### src/csi_pkg.sv
// package: constants and carrier types for the cpu stack and interrupt control block
package csi_pkg;
  // io-space offsets of the stack pointer bytes, status and control registers, and reset values
  localparam logic [5:0] CSI_SP_LO_OFS = 6'h3d;
  localparam logic [5:0] CSI_SP_HI_OFS = 6'h3e;
  localparam logic [5:0] CSI_SR_OFS = 6'h3f;
  localparam logic [5:0] CSI_CCR_OFS = 6'h35;
  localparam logic [7:0] CSI_SP_LO_RST = 8'hff;
  localparam logic [7:0] CSI_SP_HI_RST = 8'h20;
  localparam logic [7:0] CSI_SR_RST = 8'h00;
  // status flag and control register relocate bit positions
  localparam int CSI_BIT_C = 0;
  localparam int CSI_BIT_Z = 1;
  localparam int CSI_BIT_N = 2;
  localparam int CSI_BIT_I = 7;
  localparam int CSI_BIT_RELOC = 1;
  // file size and pointer pair base
  localparam int CSI_NREG = 32;
  localparam logic [4:0] CSI_PTR_BASE = 5'h1a;
  // interrupt response length in cycles and boot vector table base
  localparam logic [2:0] CSI_IRQ_CYC = 3'h5;
  localparam logic [15:0] CSI_BOOT_BASE = 16'h3800;
  // register file operand scheme
  typedef enum logic [1:0] {
    CSI_W8_1 = 2'h0,
    CSI_W8_2 = 2'h1,
    CSI_W16_2 = 2'h2,
    CSI_W16_1 = 2'h3
  } csi_scheme_e;
  // stack adjustment command
  typedef enum logic [2:0] {
    CSI_SP_NONE = 3'h0,
    CSI_SP_PUSH = 3'h1,
    CSI_SP_POP = 3'h2,
    CSI_SP_CALL = 3'h3,
    CSI_SP_RET = 3'h4,
    CSI_SP_INTERRUPT_RETURN_OP = 3'h5
  } csi_spop_e;
  // alu result to fold into the flags
  typedef struct packed {
    logic valid;
    logic [7:0] result;
    logic carry;
  } csi_alu_s;
  // pointer pair update request
  typedef struct packed {
    logic en;
    logic [1:0] sel;
    logic inc;
    logic dec;
  } csi_ptr_s;
endpackage : csi_pkg

### src/csi_core.sv
// cpu stack pointer, status flags and vectored interrupt control
//
// Overview of operation
// - status bit 2 follows negative result
// - status bit 1 set on zero result
// - status bit 0 follows carry
// - register file supports four operand schemes
// - registers mapped to lowest 32 data addresses
// - top six registers form three pointers
// - push decrements, pop increments stack by one
// - calls and interrupt entry decrement by two
// - returns increment stack pointer by two
// - stack pointer resets to last sram address
// - core runs on undivided clock, pipelined
// - register alu operation completes in one cycle
// - take source only with both enables set
// - lower vector address means higher priority
// - relocate bit moves table to boot
// - entry clears global enable, return sets it
// - hardware or write-one clears source flag
// - masked flags stay pending, served by priority
// - level sources request only while present
// - one main instruction after return first
// - status register not saved on entry
// - global mask op blocks interrupts immediately
// - instruction after unmask runs before interrupts
// - response takes five cycles, pushes return
`timescale 1ns/100ps
`default_nettype none
module csi_core
  import csi_pkg::*;
#(
  parameter int NIRQ = 8,
  parameter logic [NIRQ-1:0] LEVEL_MASK = '0,
  parameter logic [7:0] SP_LO_RST = CSI_SP_LO_RST,
  parameter logic [7:0] SP_HI_RST = CSI_SP_HI_RST,
  parameter logic [15:0] BOOT_BASE = CSI_BOOT_BASE
) (
  // clock and reset
  input wire logic clock,
  input wire logic rst_n,
  // instruction boundary and stack commands from decode
  input wire logic instr_done,
  input wire csi_spop_e sp_op,
  input wire logic global_mask_op,
  input wire logic global_unmask_op,
  input wire csi_alu_s alu,
  // io space access
  input wire logic io_we,
  input wire logic io_re,
  input wire logic [5:0] io_addr,
  input wire logic [7:0] io_wdata,
  output logic [7:0] io_rdata,
  // register file
  input wire logic [4:0] rd_a,
  input wire logic [4:0] rd_b,
  output logic [7:0] op_a,
  output logic [7:0] op_b,
  output logic [15:0] op_w,
  input wire logic wr_en,
  input wire csi_scheme_e wr_scheme,
  input wire logic [4:0] wr_idx,
  input wire logic [15:0] wr_data,
  input wire logic ds_we,
  input wire logic [4:0] ds_idx,
  input wire logic [7:0] ds_wdata,
  output logic [7:0] ds_rdata,
  input wire csi_ptr_s ptr,
  output logic [15:0] ptr_val,
  // interrupt sources
  input wire logic [NIRQ-1:0] irq_event,
  input wire logic [NIRQ-1:0] irq_enable,
  input wire logic [NIRQ-1:0] flag_clr_wr,
  // interrupt response to the fetch unit
  output logic [NIRQ-1:0] irq_flags,
  output logic irq_busy,
  output logic irq_vector_valid,
  output logic [15:0] irq_vector,
  output logic [15:0] stack_ptr,
  output logic push_ret
);
  //////////////////////////////////////////////////////////////////////////////
  // state machine of the interrupt response, gray from run through entry to vector
  typedef enum logic [1:0] {
    CSI_RUN = 2'b00,
    CSI_ENTRY = 2'b01,
    CSI_VEC = 2'b11
  } csi_state_e;

  csi_state_e state_r, state_nxt;
  logic [15:0] sp_r, sp_nxt;  // stack pointer
  logic [7:0] sr_r, sr_nxt;  // status_flags_reg
  logic [7:0] ccr_r;  // core_control_reg
  logic [NIRQ-1:0] flag_r, flag_nxt;  // flag-type pending bits
  logic [2:0] cnt_r;  // response cycle counter
  logic hold_r;  // one main instruction must run first
  logic [$clog2(NIRQ)-1:0] sel_r;  // granted source
  logic vec_valid_r;
  logic [15:0] vec_r;
  logic push_r;

  logic [NIRQ-1:0] pend;  // pending requests per source
  logic [NIRQ-1:0] cand;  // enabled requests
  logic [NIRQ-1:0] grant_oh;  // one-hot grant
  logic any_req;
  logic [$clog2(NIRQ)-1:0] grant_idx;
  logic take;  // start an interrupt response this cycle
  logic [15:0] vec_base;
  logic wr_sp_lo, wr_sp_hi, wr_sr, wr_ccr;

  //////////////////////////////////////////////////////////////////////////////
  // decode and request qualification
  assign wr_sp_lo = io_we && (io_addr == CSI_SP_LO_OFS);
  assign wr_sp_hi = io_we && (io_addr == CSI_SP_HI_OFS);
  assign wr_sr = io_we && (io_addr == CSI_SR_OFS);
  assign wr_ccr = io_we && (io_addr == CSI_CCR_OFS);
  // flag sources latch, level sources only follow the live condition
  assign pend = (flag_r & ~LEVEL_MASK) | (irq_event & LEVEL_MASK);
  assign cand = pend & irq_enable & {NIRQ{sr_r[CSI_BIT_I]}};
  // mask op gates in the same cycle; hold covers unmask and return
  assign take = (state_r == CSI_RUN) && instr_done && any_req && !hold_r
    && !global_mask_op;
  assign vec_base = ccr_r[CSI_BIT_RELOC] ? BOOT_BASE : 16'h0000;

  csi_irq_arb #(.N(NIRQ)) u_arb (
    .req(cand),
    .any(any_req),
    .idx(grant_idx),
    .onehot(grant_oh)
  );

  csi_regfile #(.NREG(CSI_NREG)) u_rf (
    .clock(clock),
    .rst_n(rst_n),
    .rd_a(rd_a),
    .rd_b(rd_b),
    .op_a(op_a),
    .op_b(op_b),
    .op_w(op_w),
    .wr_en(wr_en),
    .wr_scheme(wr_scheme),
    .wr_idx(wr_idx),
    .wr_data(wr_data),
    .ds_we(ds_we),
    .ds_idx(ds_idx),
    .ds_wdata(ds_wdata),
    .ds_rdata(ds_rdata),
    .ptr(ptr),
    .ptr_val(ptr_val)
  );

  //////////////////////////////////////////////////////////////////////////////
  // flag next value: set wins over any clear in the same cycle
  always_comb begin
    flag_nxt = flag_r;
    if (state_r == CSI_ENTRY && cnt_r == 3'h1) flag_nxt[sel_r] = 1'b0;
    flag_nxt = flag_nxt & ~flag_clr_wr;
    flag_nxt = flag_nxt | (irq_event & ~LEVEL_MASK);
  end

  // stack pointer next value; interrupt entry counts as a call
  always_comb begin
    sp_nxt = sp_r;
    if (take) sp_nxt = sp_r - 16'h0002;
    else begin
      case (sp_op)
        CSI_SP_PUSH: sp_nxt = sp_r - 16'h0001;
        CSI_SP_POP: sp_nxt = sp_r + 16'h0001;
        CSI_SP_CALL: sp_nxt = sp_r - 16'h0002;
        CSI_SP_RET, CSI_SP_INTERRUPT_RETURN_OP: sp_nxt = sp_r + 16'h0002;
        default: sp_nxt = sp_r;
      endcase
    end
    if (wr_sp_lo) sp_nxt[7:0] = io_wdata;
    if (wr_sp_hi) sp_nxt[15:8] = io_wdata;
  end

  // status register next value; nothing is saved on entry or restored on return
  always_comb begin
    sr_nxt = sr_r;
    if (alu.valid) begin
      sr_nxt[CSI_BIT_N] = alu.result[7];
      sr_nxt[CSI_BIT_Z] = (alu.result == 8'h00);
      sr_nxt[CSI_BIT_C] = alu.carry;
    end
    if (wr_sr) sr_nxt = io_wdata;
    if (global_mask_op) sr_nxt[CSI_BIT_I] = 1'b0;
    if (global_unmask_op || sp_op == CSI_SP_INTERRUPT_RETURN_OP) sr_nxt[CSI_BIT_I] = 1'b1;
    if (take) sr_nxt[CSI_BIT_I] = 1'b0;
  end

  // response sequencer: entry lasts five cycles then presents the vector
  always_comb begin
    case (state_r)
      CSI_RUN: state_nxt = take ? CSI_ENTRY : CSI_RUN;
      // counter runs 1..5 over the entry cycles, so the vector follows the fifth
      CSI_ENTRY: state_nxt = (cnt_r == CSI_IRQ_CYC) ? CSI_VEC : CSI_ENTRY;
      CSI_VEC: state_nxt = CSI_RUN;
      default: state_nxt = CSI_RUN;
    endcase
  end

  //////////////////////////////////////////////////////////////////////////////
  // state registers; stack pointer resets to the last sram byte
  always_ff @(posedge clock) begin
    if (!rst_n) begin
      sp_r <= {SP_HI_RST, SP_LO_RST};
      sr_r <= CSI_SR_RST;
      ccr_r <= 8'h00;
      flag_r <= '0;
      state_r <= CSI_RUN;
    end else begin
      sp_r <= sp_nxt;
      sr_r <= sr_nxt;
      flag_r <= flag_nxt;
      state_r <= state_nxt;
      if (wr_ccr) ccr_r <= io_wdata;
    end
  end

  // counter, grant capture and hold after unmask or return
  always_ff @(posedge clock) begin
    if (!rst_n) begin
      cnt_r <= 3'h0;
      sel_r <= '0;
      hold_r <= 1'b0;
      push_r <= 1'b0;
    end else begin
      cnt_r <= (state_r == CSI_ENTRY) ? cnt_r + 3'h1 : (take ? 3'h1 : 3'h0);
      if (take) sel_r <= grant_idx;
      push_r <= take;
      // one instruction boundary must pass before the next response
      if (global_unmask_op || sp_op == CSI_SP_INTERRUPT_RETURN_OP) hold_r <= 1'b1;
      else if (instr_done) hold_r <= 1'b0;
    end
  end

  // vector output: one word per source above the reset vector
  always_ff @(posedge clock) begin
    if (!rst_n) begin
      vec_valid_r <= 1'b0;
      vec_r <= 16'h0000;
    end else begin
      vec_valid_r <= (state_nxt == CSI_VEC);
      if (state_nxt == CSI_VEC)
        vec_r <= vec_base + {{(15 - $clog2(NIRQ)){1'b0}}, sel_r, 1'b0} + 16'h0002;
    end
  end

  //////////////////////////////////////////////////////////////////////////////
  // io read mux and output wiring
  always_comb begin
    case (io_addr)
      CSI_SP_LO_OFS: io_rdata = io_re ? sp_r[7:0] : 8'h00;
      CSI_SP_HI_OFS: io_rdata = io_re ? sp_r[15:8] : 8'h00;
      CSI_SR_OFS: io_rdata = io_re ? sr_r : 8'h00;
      CSI_CCR_OFS: io_rdata = io_re ? ccr_r : 8'h00;
      default: io_rdata = 8'h00;
    endcase
  end

  assign irq_flags = flag_r;
  assign irq_busy = (state_r != CSI_RUN);
  assign irq_vector_valid = vec_valid_r;
  assign irq_vector = vec_r;
  assign stack_ptr = sp_r;
  assign push_ret = push_r;
  // clock is the undivided core clock; fetch overlaps execute outside
endmodule : csi_core
`default_nettype wire

### src/csi_regfile.sv
// general purpose register file with 8/16-bit schemes and pointer pairs
`timescale 1ns/100ps
`default_nettype none
module csi_regfile
  import csi_pkg::*;
#(
  parameter int NREG = CSI_NREG
) (
  // clock and reset
  input wire logic clock,
  input wire logic rst_n,
  // operand read
  input wire logic [4:0] rd_a,
  input wire logic [4:0] rd_b,
  output logic [7:0] op_a,
  output logic [7:0] op_b,
  output logic [15:0] op_w,
  // write back
  input wire logic wr_en,
  input wire csi_scheme_e wr_scheme,
  input wire logic [4:0] wr_idx,
  input wire logic [15:0] wr_data,
  // data-space byte access
  input wire logic ds_we,
  input wire logic [4:0] ds_idx,
  input wire logic [7:0] ds_wdata,
  output logic [7:0] ds_rdata,
  // pointer update
  input wire csi_ptr_s ptr,
  output logic [15:0] ptr_val
);
  //////////////////////////////////////////////////////////////////////////////
  logic [7:0] reg_r [NREG];  // register storage
  logic [4:0] ptr_lo;  // low byte index of the selected pair
  logic [4:0] wr_hi;  // upper byte of a word write
  logic wide_wr;  // scheme writes a 16-bit result
  logic [15:0] ptr_nxt;  // pointer after inc/dec
  // combinational reads, both operands in the same cycle
  assign op_a = reg_r[rd_a];
  assign op_b = reg_r[rd_b];
  assign op_w = {reg_r[rd_a | 5'h01], reg_r[rd_a & 5'h1e]};
  assign ds_rdata = reg_r[ds_idx];
  assign ptr_lo = CSI_PTR_BASE + {2'h0, ptr.sel, 1'b0};
  assign ptr_val = {reg_r[ptr_lo | 5'h01], reg_r[ptr_lo]};
  assign ptr_nxt = ptr.inc ? ptr_val + 16'h0001 : ptr_val - 16'h0001;
  assign wide_wr = (wr_scheme == CSI_W16_2) || (wr_scheme == CSI_W16_1);
  assign wr_hi = wr_idx | 5'h01;
  //////////////////////////////////////////////////////////////////////////////
  // single write port per cycle, alu write has priority over data space
  always_ff @(posedge clock) begin
    if (!rst_n) begin
      for (int i = 0; i < NREG; i++) reg_r[i] <= 8'h00;
    end else if (wr_en) begin
      if (wide_wr) begin
        reg_r[wr_idx & 5'h1e] <= wr_data[7:0];
        reg_r[wr_hi] <= wr_data[15:8];
      end else begin
        reg_r[wr_idx] <= wr_data[7:0];
      end
    end else if (ds_we) begin
      reg_r[ds_idx] <= ds_wdata;
    end else if (ptr.en && (ptr.inc || ptr.dec)) begin
      reg_r[ptr_lo] <= ptr_nxt[7:0];
      reg_r[ptr_lo | 5'h01] <= ptr_nxt[15:8];
    end
  end
endmodule : csi_regfile
`default_nettype wire

### src/csi_irq_arb.sv
// fixed priority interrupt arbiter: lowest index wins
`timescale 1ns/100ps
`default_nettype none
module csi_irq_arb #(
  parameter int N = 8
) (
  // requests
  input wire logic [N-1:0] req,
  // grant
  output logic any,
  output logic [$clog2(N)-1:0] idx,
  output logic [N-1:0] onehot
);
  //////////////////////////////////////////////////////////////////////////////
  // scan from highest index down so the lowest set bit remains
  always_comb begin
    idx = '0;
    for (int i = N - 1; i >= 0; i--) begin
      if (req[i]) idx = i[$clog2(N)-1:0];
    end
  end
  assign any = |req;
  assign onehot = any ? (N'(1) << idx) : '0;
endmodule : csi_irq_arb
`default_nettype wire

### config.mk
export PLATFORM = sky130hd
export DESIGN_NAME = csi_core
export DESIGN_NICKNAME = d
export VERILOG_FILES = /design/src/csi_pkg.sv /design/src/csi_core.sv /design/src/csi_regfile.sv /design/src/csi_irq_arb.sv
export SDC_FILE = /design/constraint.sdc
export NUM_CORES = 1
export LEC_CHECK = 0
export BUFFER_PORTS_ARGS = -buffer_cell sky130_fd_sc_hd__buf_2
export CORE_UTILIZATION = 55
export DETAILED_ROUTE_END_ITERATION = 10
export PLACE_DENSITY = 0.75
export SKIP_CTS_REPAIR_TIMING = 1
export SLEW_MARGIN = 20
export SYNTH_ARGS = -nofsm -noshare
export SYNTH_HDL_FRONTEND = slang
export SYNTH_SLANG_ARGS = --single-unit
### constraint.sdc
create_clock -name clock -period 6.68 [get_ports clock]
set_input_delay 1.002 -clock clock [delete_from_list [all_inputs] [get_ports clock]]
set_output_delay 1.002 -clock clock [all_outputs]
set_load 0.03 [all_outputs]
Word level (Yosys, flattened, before mapping):

Memory sizes are Yosys's and may differ from the RTL's.
Index checks and enable logic that the tools add are counted.

* add/sub/neg operators: 10
* eq/ne operators: 15
* reductions and logical operators: 33
* divide/modulo/power cells: 0
* order comparisons: 2
* multiply operators: 0
* bitwise logic cells: 8
* mux-type cells: 69
* shift operators: 0

Operators with widths (count)
* two-way mux 8 bit: 14
* case mux 16 bit (4 select lines): 1
* OR reduction 8 bit: 7
* adder 16 x 1 -> 16 bit, second input constant: 2
* AND 8 bit: 4
* two-way mux 16 bit: 2
* case mux 8 bit (4 select lines): 1
* subtractor 16 x 1 -> 16 bit, second input constant: 2
* two-way mux 1 bit: 31
* two-way mux 3 bit: 10
* two-way mux 5 bit: 6
* == test 6 bit, second input constant: 4
* adder 15 x 2 -> 16 bit, second input constant: 1
* adder 16 x 2 -> 16 bit, second input constant: 1
* inverter 8 bit: 2
* subtractor 16 x 2 -> 16 bit, second input constant: 1
* adder 14 x 4 -> 15 bit: 1
* two-way mux 14 bit: 1
* nonzero test 6 bit: 2
* logical AND 1 bit: 11
* == test 3 bit, second input constant: 3
* zero test 8 bit: 1
* OR 8 bit: 1
* == test 2 bit, second input constant: 3
* other kinds (17): 25

* RAM bits: 256
* ROM bits: 0
* memories: 1
* bits in latches: 0
* bits in registers: 67
* input port bits: 111
* logic and storage cells: 152
* output and inout port bits: 107

Memory list
* u_rf.reg_r: words 32, width 8, rd ports 7, clocked after Yosys merged registers in 0, wr ports 32, RTL line csi_regfile.sv:33 `logic [7:0] reg_r [NREG];`

Longest topological paths before layout:

* word-level depth: 11
* gate-level depth with buffers: 18
* depth with buffers taken out: 13

By module:

From an unflattened synthesis, not the netlist that was laid out.

* cell total of the unflattened synthesis: 2286
* area, all modules: 24727.5 µm²

By module, submodules not included
* csi_regfile: seq. area each 7687.4 µm², times used 1, cells an instance 1657, area each 20028.0 µm²
* csi_core: seq. area each 1121.1 µm², times used 1, cells an instance 604, area each 4558.1 µm²
* csi_irq_arb: seq. area each 0.0 µm², times used 1, cells an instance 25, area each 141.4 µm²

Worst setup path after synthesis:

Ideal clock, no wire load.

* path type: input -> register
* from: in ptr[2] (netlist bit)
* to: mem u_rf.reg_r[1][5] (data pin)
* data arrival time: 5525 ps
* required time: 6401 ps
* stages on the path: 17
* path buffers: 4
* setup time: 279 ps
* setup slack: 876 ps
* cell sequence: buf_2 > inv_1 > ha_1 > clkbuf_1 > clkbuf_1 > buf_1 > mux4_2 > nand2_1 > nand2_1 > ha_1 > a21oi_1 > o21ai_0 > a2111oi_0 > a311oi_2 > mux2i_1 > xor2_1 > o221ai_1

RTL lines
* start: declaration: RTL line csi_core.sv:68 `input wire csi_ptr_s ptr,`
* end: declaration: RTL line csi_regfile.sv:33

==> run_results.csv <==
group,metric,value,unit
power_and_ir_drop,power,6.268,mW
worst_hold_path,holdPathStages,2,
yosys,syn_avg_cell_area,10.77,µm²
floorplan,rows,77,
clock_tree,htreeDepth,2,
sta,max_freq,194.4,MHz
yosys,synth_common_cells,"413 x nand2_1, 283 x mux4_2, 256 x edfxtp_1",
yosys,yosys.cell_types.count,77,
setup_path,required,6.94,ns
route,antenna_left,0,
route,wl_met2,42560,µm
setup_path,cp.arrival,5.41,ns
yosys,muxShareOfSynthArea,29.20,%
setup_path,cp-start-kind,"input port",
sta,period_share,77.02,%
setup_path,critPathCaptureType,"flop",
sta,rsz0062_at_grt,"false",
setup_path,crit_path_max_fanout,18,
place,dp_cells,2944,
setup_path,rr_worst_depth,11,
route,top_layer_used,"met5",
worst_hold_path,hold_path.class,"flop to flop",
grt,grt_pass1_vias,21670,
floorplan,dieArea,45710,µm²
layout,syn_to_final_growth,10.88,%
layout,multiInputGateArea,14990,µm²
yosys,ys_seq_elements,312,
yosys,synth_most_common_cell,"nand2_1",
clock_tree,clock_sinks,312,
yosys,ys_seq_area_share,35.71,%
grt,antenna_found_initial,2,
clock_tree,insertion_delay,0.57,ns
yosys,synth_top_area_cell,"edfxtp_1",
floorplan,start_util,55.79,%
route,via_per_inst,7.619,
clock_tree,cts_made_buffers,37,
sta,finalMaxSlewViolations,0,
sta,clock_skew,0.02290,ns
route,first_pass_iters,7,
floorplan,io_pins,218,
yosys,ys_warn_count,0,
sta,setup_viol,0,
yosys,synth_compound_area_share,14.63,%
place,numPortBuffers,207,
yosys,async_flop_share,0,%
place,gp_routability_congestion,1.012,
layout,final_util,61.86,%
route,wl_met1,31710,µm
clock_tree,clockBufferDepth,3,
layout,fin_nets,2544,
setup_path,r2r_start,"u_rf.reg_r[30][0]$_DFFE_PP_",
setup_path,endpoint,"u_rf.reg_r[29][5]$_DFFE_PP_",
setup_path,worstSetupStartpoint,"ptr[2]",
yosys,synth_xor_area_share,1.309,%
sta,hold_viol_final,0,
yosys,synth-simple-area-share,13.05,%
layout,seq_area,8808,µm²
sta,maxSlewHeadroom,27.77,%
floorplan,core,44220,µm²
layout,drive_gt1_share,26.73,%
yosys,synth_top_family_by_area,"multiplexers",
yosys,synth-adder-area-share,2.191,%
grt,grt_max_degree,67,
yosys,yosys-top-cells-area,"edfxtp_1 31%, mux4_2 26%, nand2_1 6.3%, o21ai_0 4.9%, dfxtp_1 4.5%",
outcome,outcome,"finished, final reports clean",
sta,finalSetupTns,0,ns
route,wl_met3,13900,µm
flow_run,cap_violations,0,
sta,holdWs,0.4598,ns
clock_tree,cts_tree,"done",
route,drc_errors,0,
power_and_ir_drop,leakage,9.645,nW
route,drt_iter0_drc,3902,
clock_tree,clock-root-buffer,"clkbuf_16",
layout,finalNonFillerCells,3009,
route,via_count,22930,
sta,worst-slew-pin-transition,1.083,ns
yosys,synth_top_cell_area_share,31.16,%
setup_path,r2r_setup_slack,2.22,ns
power_and_ir_drop,power_density,229.1,nW/µm²
yosys,ys.flop_type,"edfxtp_1",
grt,overflow,0,
floorplan,die_x,213.8,µm
grt,grt_pass1_wl,140600,µm
yosys,synth_edf_count,256,
sta,period_minus_slack,5.145,ns
setup_path,worstSetupPathType,"input port to flop",
yosys,postSynthCellCount,2291,
clock_tree,clk_pin_slew,0.06,ns
layout,antenna_cells,0,
place,place_hpwl,70010,µm
setup_path,reg2reg_to,"u_rf.reg_r[29][4]$_DFFE_PP_",
grt,grtUsageTotal,42.58,%
route,wirelength,96140,µm
floorplan,die_y,213.8,µm
layout,fillers,3509,
power_and_ir_drop,vdd_ir_drop_max,0.0001706,V
route,wl_per_cell,31.95,µm
yosys,syn_area,24670,µm²
[flip-flops by register name (all words and copies together) (netlist names)]
register          count
irq_vector_valid      1
irq_flags             8
sel_r                 3
cnt_r                 3
hold_r                1
sr_r                  8
stack_ptr            16
irq_vector            5
u_rf.reg_r          256
state_r               2
push_ret              1
ccr_r                 8
[placed cells by master (no fill, tap or decap), types with 18 or more instances in the layout]
cell | synthesis | final
a21oi_1 | 81 | 77
a22oi_1 | 28 | 28
buf_2 | 16 | 201
buf_4 | 12 | 55
clkbuf_16 | 0 | 39
dfxtp_1 | 56 | 56
edfxtp_1 | 256 | 256
ha_1 | 40 | 40
inv_1 | 30 | 29
mux2_2 | 23 | 23
mux2i_1 | 57 | 57
mux4_2 | 283 | 283
nand2_1 | 413 | 413
nand2b_1 | 18 | 18
nand3_1 | 28 | 28
nor2_1 | 128 | 127
nor2b_1 | 19 | 19
nor3_1 | 31 | 27
o21ai_0 | 242 | 241
o221ai_1 | 53 | 53
or3_1 | 18 | 18
xor2_1 | 21 | 21
[through the flow]
stage | worst slack, ns | instance area (µm²)
2_1_floorplan | 0.8756 | 24700
3_3_place_gp | 1.162 | 26110
3_5_place_dp | 1.038 | 26110
4_1_cts | 1.650 | 27330
5_1_grt | 1.409 | 27360
6_report | 1.535 | 27360
[report_power, final]
part / switching [mW] / internal, mW / leakage (nW)
registers: 0.184 / 2.22 / 2.99
clock network: 0.858 / 1.25 / 0.592
logic: 1.08 / 0.680 / 6.06
total: 2.12 / 4.15 / 9.64
[critical path, cell delays in order]
cell,delay [ns]
buf_2,0.14
inv_1,0.16
ha_1,0.36
buf_4,0.29
mux4_2,0.37
nand2_1,0.09
nand2_1,0.16
ha_1,0.39
a21oi_1,0.35
o21ai_0,0.21
a2111oi_0,0.54
a311oi_2,0.25
mux2i_1,0.23
xor2_1,0.61
o221ai_1,0.25
[worst min path at each step]
stage	from	end
detailed placement	sr_r[4]$_SDFFE_PN0P_	sr_r[4]$_SDFFE_PN0P_
global route	sr_r[6]$_SDFFE_PN0P_	sr_r[6]$_SDFFE_PN0P_
global placement	sr_r[6]$_SDFFE_PN0P_	sr_r[6]$_SDFFE_PN0P_
CTS	sr_r[4]$_SDFFE_PN0P_	sr_r[4]$_SDFFE_PN0P_
finish	sr_r[4]$_SDFFE_PN0P_	sr_r[4]$_SDFFE_PN0P_
floorplan	ccr_r[0]$_SDFFE_PN0P_	ccr_r[0]$_SDFFE_PN0P_
[final cells by class]
type,instances,share of cell area (%)
multi-input cells,1748,54.81
flip-flops and latches,312,32.20
repair buffers,260,5.384
clock buffers,50,3.806
well taps,592,2.708
clock inverters,15,0.6541
inverters,32,0.4391
[cell families (layout without fill, tap and decap cells)]
kind of cell / count (synthesis) / after routing
and+or+nand+nor: 735 / 735
AOI/OAI and AO/OA: 563 / 563
muxes: 363 / 363
DFF: 312 / 312
buffers and inverters: 239 / 357
adders and majority gates: 42 / 42
xor gates and xnor gates: 36 / 36
other: 1 / 9
[per-layer routing]
layer | vias up | global-route usage, %
li1 | 9199 | -
met1 | 11020 | 54.15
met2 | 2215 | 64.30
met3 | 494 | 10.84
met4 | 2 | 29.14
met5 | - | 0
Note: power is estimated with default switching activity, not from simulation.
